--- config.mk ---
export PLATFORM = sky130hd
export DESIGN_NAME = spc_phase_ctrl
export DESIGN_NICKNAME = d
export VERILOG_FILES = /design/src/inc/spc_pkg.sv /design/src/hw/spc_blank_timer.sv /design/src/hw/spc_phase_ctrl.sv
export SDC_FILE = /design/constraint.sdc
export NUM_CORES = 1
export LEC_CHECK = 0
export ABC_AREA = 1
export ABC_CLOCK_PERIOD_IN_PS = 1540
export BUFFER_PORTS_ARGS = -buffer_cell sky130_fd_sc_hd__buf_2
export CORE_ASPECT_RATIO = 0.75
export CORE_MARGIN = 5
export CORE_UTILIZATION = 35
export CTS_CLUSTER_DIAMETER = 120
export DETAILED_ROUTE_END_ITERATION = 10
export GPL_ROUTABILITY_DRIVEN = 0
export MAX_ROUTING_LAYER = met4
export SYNTH_ARGS = -nofsm -noshare
export SYNTH_HDL_FRONTEND = slang
export SYNTH_HIERARCHICAL = 1
export SYNTH_SLANG_ARGS = --single-unit
--- constraint.sdc ---
create_clock -name clk -period 1.54 [get_ports clk]
set_input_delay 0.231 -clock clk [delete_from_list [all_inputs] [get_ports clk]]
set_output_delay 0.231 -clock clk [all_outputs]
set_load 0.05 [all_outputs]
--- src/inc/spc_pkg.sv ---
// Package for the stepper phase input control block
package spc_pkg;

  // ************************************************************
  // Timing
  // ************************************************************
  localparam int CLK_PERIOD_NS = 10;
  localparam real BLANK_TIME_US = 5.5;
  // Longest time rounds down; at least one cycle
  localparam int BLANK_CYCLES_RAW = int'(BLANK_TIME_US * 1000.0) / CLK_PERIOD_NS;
  localparam int BLANK_CYCLES = (BLANK_CYCLES_RAW < 1) ? 1 : BLANK_CYCLES_RAW;
  localparam int BLANK_CNT_W = 10;
  localparam logic [BLANK_CNT_W-1:0] BLANK_LAST = BLANK_CNT_W'(BLANK_CYCLES - 1);

  // ************************************************************
  // Reset values
  // ************************************************************
  // Initial excitation: A and BB on
  localparam logic [3:0] EXC_INIT = 4'h9;
  localparam logic FAULT_RST = 1'b0;

  // ************************************************************
  // Carriers
  // ************************************************************
  typedef struct packed {
    logic a;
    logic a_bar;
    logic b;
    logic b_bar;
  } spc_phase_t;

  typedef struct packed {
    logic overcurrent;
    logic overheat;
  } spc_sense_t;

  typedef enum logic [2:0] {
    ST_RESET = 3'h1,
    ST_RUN = 3'h2,
    ST_FAULT = 3'h4
  } spc_state_t;

endpackage

--- src/hw/spc_blank_timer.sv ---
// Overcurrent blanking timer started at each PWM on-period
`timescale 1ns/100ps
`default_nettype none
module spc_blank_timer (
  input wire logic clk,
  input wire logic rst,
  input wire logic run,
  input wire logic pwm_on,
  output logic blanking
);
  import spc_pkg::*;

  logic pwm_on_reg;
  logic active_reg;
  logic active_next;
  logic [BLANK_CNT_W-1:0] cnt_reg;
  logic [BLANK_CNT_W-1:0] cnt_next;
  wire logic on_rise = pwm_on & ~pwm_on_reg;
  wire logic at_end = (cnt_reg == BLANK_LAST);

  // ************************************************************
  // Blank window
  // ************************************************************
  // Counter holds while not running so a stopped clock keeps its place
  assign active_next = !run ? active_reg : (on_rise ? 1'b1 : (at_end ? 1'b0 : active_reg));
  assign cnt_next = !run ? cnt_reg :
                    (on_rise ? '0 : (active_reg && !at_end ? cnt_reg + 1'b1 : cnt_reg));
  assign blanking = on_rise | active_reg;

  always_ff @(posedge clk or posedge rst) begin
    if (rst) begin
      pwm_on_reg <= 1'b0;
      active_reg <= 1'b0;
      cnt_reg <= '0;
    end else begin
      pwm_on_reg <= run ? pwm_on : pwm_on_reg;
      active_reg <= active_next;
      cnt_reg <= cnt_next;
    end
  end
endmodule
`default_nettype wire

--- src/hw/spc_phase_ctrl.sv ---
// Phase input control with interlock, enable hold and fault latch
`timescale 1ns/100ps
`default_nettype none
module spc_phase_ctrl (
  input wire logic clk,
  input wire logic rst,
  input wire logic system_rst_n,
  input wire logic enable,
  input wire spc_pkg::spc_phase_t phase_in_n,
  input wire spc_pkg::spc_sense_t sense,
  input wire logic pwm_on,
  output spc_pkg::spc_phase_t winding_out,
  output logic fault_out,
  output logic fault_oe
);
  import spc_pkg::*;

  // ************************************************************
  // State
  // ************************************************************
  spc_state_t state_reg;
  spc_state_t state_next;
  spc_phase_t exc_reg;
  spc_phase_t exc_next;
  spc_phase_t drive_reg;
  spc_phase_t drive_next;
  logic fault_reg;
  logic fault_next;
  logic blanking;

  // ************************************************************
  // Input decode
  // ************************************************************
  wire spc_phase_t req = ~phase_in_n;
  wire logic a_clash = req.a & req.a_bar;
  wire logic b_clash = req.b & req.b_bar;
  spc_phase_t safe_req;
  assign safe_req.a = req.a & ~a_clash;
  assign safe_req.a_bar = req.a_bar & ~a_clash;
  assign safe_req.b = req.b & ~b_clash;
  assign safe_req.b_bar = req.b_bar & ~b_clash;

  // Internal clock stops when enable is low, so only the reset sequencing and the output gating still act then
  wire logic run = enable;
  wire logic oc_hit = sense.overcurrent & ~blanking;
  wire logic detect = oc_hit | sense.overheat;

  spc_blank_timer u_blank (
    .clk(clk),
    .rst(rst),
    .run(run),
    .pwm_on(pwm_on),
    .blanking(blanking)
  );

  // ************************************************************
  // Sequencing
  // ************************************************************
  always_comb begin
    state_next = state_reg;
    exc_next = exc_reg;
    fault_next = fault_reg;
    unique case (state_reg)
      ST_RESET: begin
        exc_next = spc_phase_t'(EXC_INIT);
        fault_next = FAULT_RST;
        if (system_rst_n) begin
          state_next = ST_RUN;
        end
      end
      ST_RUN: begin
        if (run) begin
          exc_next = safe_req;
          if (detect) begin
            fault_next = 1'b1;
            state_next = ST_FAULT;
          end
        end
      end
      ST_FAULT: begin
        fault_next = 1'b1;
      end
    endcase
    if (!system_rst_n) begin
      state_next = ST_RESET;
      // A held reset level drops a latched fault at once, not one edge late
      fault_next = FAULT_RST;
    end
  end

  // Outputs follow the held excitation only while running and enabled
  assign drive_next = (state_next == ST_RUN && enable) ? exc_next : '0;

  always_ff @(posedge clk or posedge rst) begin
    if (rst) begin
      state_reg <= ST_RESET;
      exc_reg <= spc_phase_t'(EXC_INIT);
      drive_reg <= '0;
      fault_reg <= FAULT_RST;
    end else begin
      state_reg <= state_next;
      exc_reg <= exc_next;
      drive_reg <= drive_next;
      fault_reg <= fault_next;
    end
  end

  // ************************************************************
  // Outputs
  // ************************************************************
  assign winding_out = drive_reg;
  // Open drain: only ever drives low
  assign fault_out = 1'b0;
  assign fault_oe = fault_reg;
endmodule
`default_nettype wire

==> results of run 1 <==
==> repair_timing <==
action                                  4_1_cts  5_1_grt
endpoints found under the hold margin        21        0
endpoints found under the setup margin        0        1
hold buffers                                  1        0
resized for setup                             0        1
==> metrics by stage <==
step                      instance area (µm²)  hold slack (ns)  utilization, %
after floorplan                          1380           0.0936               -
after global placement                   1500            0.285            40.2
after detailed placement                 1500            0.273            40.2
after CTS                                1560            0.152            41.7
after global routing                     1570            0.150            41.9
final                                    1570            0.161            41.9
==> Yosys cell counts <==
| cell | instances | share of area [%] |
|---|---|---|
| a21oi_1 | 6 | 2.2 |
| buf_2 | 1 | 0.36 |
| buf_4 | 1 | 0.54 |
| buf_6 | 1 | 0.82 |
| clkbuf_1 | 1 | 0.27 |
| conb_1 | 1 | 0.27 |
| dfrtp_1 | 21 | 38 |
| dfstp_2 | 3 | 5.7 |
| ha_1 | 2 | 1.8 |
| inv_1 | 29 | 7.9 |
| inv_2 | 2 | 0.54 |
| nand2_1 | 59 | 16 |
| nand2_2 | 5 | 2.3 |
| nand2_4 | 2 | 1.6 |
| nand3_1 | 13 | 4.7 |
| nand3_2 | 1 | 0.72 |
| nand4_1 | 1 | 0.45 |
| nor2_1 | 27 | 7.3 |
| nor2_2 | 2 | 0.91 |
| nor2_4 | 1 | 0.82 |
| nor3b_1 | 1 | 0.54 |
| o211ai_1 | 1 | 0.54 |
| o21ai_0 | 9 | 3.3 |
| o21ai_4 | 1 | 1.2 |
| o21bai_1 | 1 | 0.54 |
| xor2_1 | 1 | 0.63 |
==> worst max-delay path by stage <==
stage,start,end,slack (ns)
global placement,u_blank/cnt_reg[1],u_blank/active_reg,0.13
CTS,u_blank/cnt_reg[0],u_blank/cnt_reg[6],0.10
floorplan,u_blank/cnt_reg[0],u_blank/cnt_reg[9],0.24
finish,u_blank/cnt_reg[0],u_blank/cnt_reg[6],0.11
global route,u_blank/cnt_reg[0],u_blank/cnt_reg[6],0.005
detailed placement,u_blank/cnt_reg[1],u_blank/active_reg,0.13
==> routing by layer <==
metal,GRT usage (%),up-vias,routed length (µm)
met2,17.6,19,1160
met1,16.1,511,1420
met5,-,-,0
li1,-,620,-
met3,3.37,5,115
met4,3.06,0,28
==> worst reg2reg max path, stage by stage, from the launching register on <==
cell,delay (ns)
dfrtp_1,0.44
ha_1,0.19
nand2_1,0.08
nor2_1,0.27
a21oi_1,0.11
nor2_1,0.10
nand3_1,0.09
nand2_1,0.09
==> power breakdown <==
group          switching (W)  internal [W]
combinational       0.000224      0.000122
sequential         0.0000731      0.000712
clock               0.000201      0.000185
==> cell type report <==
class                           instances  area [µm²]
Clock buffer                            4        45.0
Fill cell                             398        2170
Inverter                               31         116
Multi-Input combinational cell        134         642
Sequential cell                        24         604
Tap cell                               52        65.1
Timing Repair Buffer                   17        92.6
==> cells by family after synthesis <==
kind of cell               after synthesis  synth area share, %
and+or+nand+nor                        112                 35.4
buffers and inverters                   35                 10.4
DFF                                     24                 43.8
AOI/OAI and AO/OA                       18                 7.70
adders and majority gates                2                 1.81
xor gates and xnor gates                 1                0.634
other                                    1                0.271
==> impl_metrics.tcl, run 1 <==
set metrics [dict create \
    crit_fanout 5 \
    ant_nets 0 \
    p_leak_nw 0.849 \
    rsz0062_at_grt "false" \
    path_cells "ha_1 > nand2_1 > nor2_1 > a21oi_1 > nor2_1 > nand3_1 > nand2_1" \
    r2r-start "u_blank/cnt_reg[0]" \
    hold_viol 0 \
    r2r_slack_ns 0.11 \
    diodes 0 \
    cp.depth 7 \
    max_stage_delay_ns 0.44 \
    die_y_um 64.4 \
    final_common_cell "nand2_1" \
    drive_gt1_share_pct 17.1 \
    cts_sinks 24 \
    io_pins 17 \
    grt.overflow.total 0 \
    core_mm2 0.00373 \
    area_growth_pct 13.3 \
    clock-root-buffer "clkbuf_8" \
    clockBufferDepth 2 \
    route.detailed.drc 0 \
    end_kind "register" \
    dpl_worst_slack_ns 0.135 \
    r2r.worst_path.cells 7 \
    tightest_slew_ns 0.502 \
    min_to "state_reg[0]" \
    outcome "finished clean" \
    drt_wl_total_um 2720 \
    syn_area_mm2 0.00138 \
    relSlewSlack_pct 66.5 \
    drt-vias-per-instance 4.41 \
    h-tree-depth 1 \
    clk_pin_slew_ns 0.08 \
    cts_buffers 3 \
    path_buf_inv 0 \
    worst_hold_startpoint "system_rst_n" \
    ir_drop_v 0.000500 \
    holdCritPathClass "primary input to register" \
    reg2reg_to "u_blank/cnt_reg[6]" \
    vias 1155 \
    grt_max_degree 25 \
    fin_crit_ns 1.43 \
    power-per-cell-area_mw_per_mm2 969 \
    rows 19 \
    nNetsFinal 224 \
    drv_cap 0 \
    placed_cells 257 \
    cp_slowest_cell "dfrtp_1" \
    synth-seq-cells 24 \
    io_buffers 15 \
    crit_required_ns 1.75 \
    timing.final.crit_share_pct 92.9 \
    initial_core_util_pct 37.0 \
    yosys_warnings 6 \
    clock_skew_ns 0.00443 \
    antenna_found_initial 0 \
    firstDrtPassIters 4 \
    tns_ns 0 \
    crit_type "register to register" \
    syn_avg_cell_area_um2 7.16 \
    grt_pass1_vias 1079 \
    synthCells 193 \
    fmax_ghz 0.699 \
    final_cell_mix "nand2_1 (59), inv_1 (29), nor2_1 (27)" \
    fin_ws_ns 0.109 \
    critPathLaunchType "register" \
    synth_nets 206 \
    critPathArrivalTime_ns 1.64 \
    p_total_w 0.00152 \
    clk_latency_ns 0.27 \
    cts_setup_buffers 0 \
    critPathTopFamily "simple AND/OR/NAND/NOR gates" \
    die_w_um 82.5 \
    routedWlPerCell_um 10.4 \
    stdcell_count 262 \
    cts_tree "built" \
    whs_path_depth 2 \
    initialDrtViolationCount 58 \
    dieArea_mm2 0.00532 \
    final-max-slew-violation-count 0 \
    yosysSeqAreaShare_pct 43.8 \
    dpl.hpwl_um 2020 \
    largest_reg_flops 10 \
    grt_first_pass_wirelength_um 4800 \
    grt_usage_pct 11.9 \
    ys_types 26 \
    setup_violations 0 \
]
Power figures use the tool's default switching activity.
==> run 2: changes to the inputs <==
--- a/config.mk
+++ b/config.mk
@@ -8,6 +8,8 @@
 export ABC_AREA = 1
 export ABC_CLOCK_PERIOD_IN_PS = 1540
 export BUFFER_PORTS_ARGS = -buffer_cell sky130_fd_sc_hd__buf_2
+export CELL_PAD_IN_SITES_DETAIL_PLACEMENT = 0
+export CELL_PAD_IN_SITES_GLOBAL_PLACEMENT = 1
 export CORE_ASPECT_RATIO = 0.75
 export CORE_MARGIN = 5
 export CORE_UTILIZATION = 35
@@ -15,6 +17,7 @@
 export DETAILED_ROUTE_END_ITERATION = 10
 export GPL_ROUTABILITY_DRIVEN = 0
 export MAX_ROUTING_LAYER = met4
+export PLACE_DENSITY_LB_ADDON = 0.1
 export SYNTH_ARGS = -nofsm -noshare
 export SYNTH_HDL_FRONTEND = slang
 export SYNTH_HIERARCHICAL = 1
==> run 2 against run 1 <==
Clock-buffer cell count shrank 1; register-to-register slack better by 0.04 ns; non-clock buffer count is 1 higher; sequential power about the same; highest routed layer unchanged; sequential share of layout area shrank 0.87 points; wire length grew 6.0%; power increased by 11%; cell count increased by 0.38%; setup slack improved by 0.039 ns; cell area increased by 2.3%; die area unchanged; maximum frequency rose by 2.8%.
==> impl_metrics.tcl, run 2 (synthesis results as in run 1) <==
set metrics [dict create \
    grt_pass1_vias 1047 \
    drt-vias-per-instance 4.31 \
    die_y_um 64.4 \
    critPathLaunchType "register" \
    crit_type "register to register" \
    area_growth_pct 15.9 \
    initial_core_util_pct 37.0 \
    fin_ws_ns 0.148 \
    drv_cap 0 \
    cts_setup_buffers 0 \
    hold_viol 0 \
    setup_violations 0 \
    clk_pin_slew_ns 0.08 \
    dpl.hpwl_um 2220 \
    h-tree-depth 1 \
    final_common_cell "nand2_1" \
    initialDrtViolationCount 57 \
    antenna_found_initial 0 \
    ir_drop_v 0.000837 \
    nFillCells 405 \
    io_pins 17 \
    r2r.worst_path.cells 9 \
    reg2reg_to "u_blank/cnt_reg[3]" \
    io_buffers 15 \
    r2r-start "u_blank/cnt_reg[0]" \
    diodes 0 \
    final-max-slew-violation-count 0 \
    grt_max_degree 17 \
    path_cells "ha_1 > nand3_1 > nor2_1 > nand2_1 > nand2_2 > nand2_4 > nand2_8 > nand2_1 > nand2_1" \
    firstDrtPassIters 4 \
    drive_gt1_share_pct 18.5 \
    end_kind "register" \
    core_mm2 0.00373 \
    cts_buffers 3 \
    cp_slowest_cell "dfrtp_1" \
    clock_skew_ns 0.00831 \
    grt_usage_pct 12.4 \
    clockBufferDepth 2 \
    multiInputGateArea_um2 644 \
    outcome "finished clean" \
    rows 19 \
    cts_tree "built" \
    tns_ns 0 \
    ant_nets 0 \
    min_to "state_reg[0]" \
    drt_wl_total_um 2880 \
    cp_common_cell "nand2_1" \
    p_leak_nw 0.867 \
    final_cell_mix "nand2_1 (59), inv_1 (29), nor2_1 (26)" \
    die_w_um 82.5 \
    max_stage_delay_ns 0.43 \
    whs_path_depth 2 \
    r2r_slack_ns 0.15 \
    timing.final.crit_share_pct 90.4 \
    critPathArrivalTime_ns 1.55 \
    routedWlPerCell_um 10.9 \
    holdCritPathClass "primary input to register" \
    p_total_w 0.00168 \
    clk_latency_ns 0.26 \
    fin_area_mm2 0.00160 \
    vias 1133 \
    largest_reg_flops 10 \
    crit_required_ns 1.70 \
    dieArea_mm2 0.00532 \
    cts_sinks 24 \
    dpl_worst_slack_ns 0.0997 \
    fin_crit_ns 1.39 \
    fmax_ghz 0.718 \
    seq_area_um2 604 \
    power-per-cell-area_mw_per_mm2 1050 \
    placed_area_mm2 0.00151 \
    nNetsFinal 225 \
    fin_util_pct 42.9 \
    grt_first_pass_wirelength_um 4930 \
    rsz0062_at_grt "false" \
    route.detailed.drc 0 \
    clock-root-buffer "clkbuf_8" \
    grt.overflow.total 0 \
    crit_fanout 11 \
    worst_hold_startpoint "system_rst_n" \
]
-- run 2: final cells by class --
class | instances | area share (%)
multi-input cells | 134 | 40.2
clock buffers | 3 | 2.58
flip-flops and latches | 24 | 37.7
well taps | 52 | 4.06
inverters | 31 | 7.27
repair buffers | 18 | 6.25
clock inverters | 1 | 1.87
-- run 2: routing by layer --
| metal | part of all wire, % | global-route usage [%] | routed length, µm | up-vias |
|---|---|---|---|---|
| met5 | 0 | - | 0 | - |
| met4 | 0.59 | 2.45 | 17 | 0 |
| met3 | 3.5 | 3.37 | 102 | 2 |
| met2 | 40 | 16.4 | 1160 | 12 |
| met1 | 56 | 18.8 | 1600 | 500 |
| li1 | - | - | - | 619 |
-- run 2: timing repair --
item / 4_1_cts / 5_1_grt
hold buffers: 1 / 0
setup endpoints to repair: 0 / 6
hold endpoints to repair: 20 / 0
gates resized for setup: 0 / 2
-- run 2: where the power goes --
group	total (W)	internal [W]	switching [W]
Combinational	0.000349	0.000125	0.000224
Clock	0.000546	0.000347	0.000198
Sequential	0.000784	0.000712	0.0000718
-- run 2: critical path, delay by kind of cell (launching register included) --
family / cells / cell delay (ns)
flops: 1 / 0.43
simple gates: 8 / 0.63
fa+ha+maj: 1 / 0.22
-- run 2: worst max path at each step --
stage	startpoint	end	slack, ns	cells after the start
6_report	u_blank/cnt_reg[0]	u_blank/cnt_reg[3]	0.15	9
5_1_grt	u_blank/cnt_reg[0]	u_blank/cnt_reg[0]	0.02	9
4_1_cts	u_blank/cnt_reg[1]	u_blank/active_reg	0.10	9
3_5_place_dp	u_blank/cnt_reg[1]	u_blank/active_reg	0.1	9
3_3_place_gp	u_blank/cnt_reg[1]	u_blank/active_reg	0.12	9
2_1_floorplan	u_blank/cnt_reg[0]	u_blank/cnt_reg[9]	0.24	10
-- run 2: per-stage QoR --
stage          instances  hold slack (ns)
6_report             263            0.161
5_1_grt              263            0.161
4_1_cts              263            0.152
3_5_place_dp         258            0.278
3_3_place_gp         258            0.279
2_1_floorplan        193           0.0936
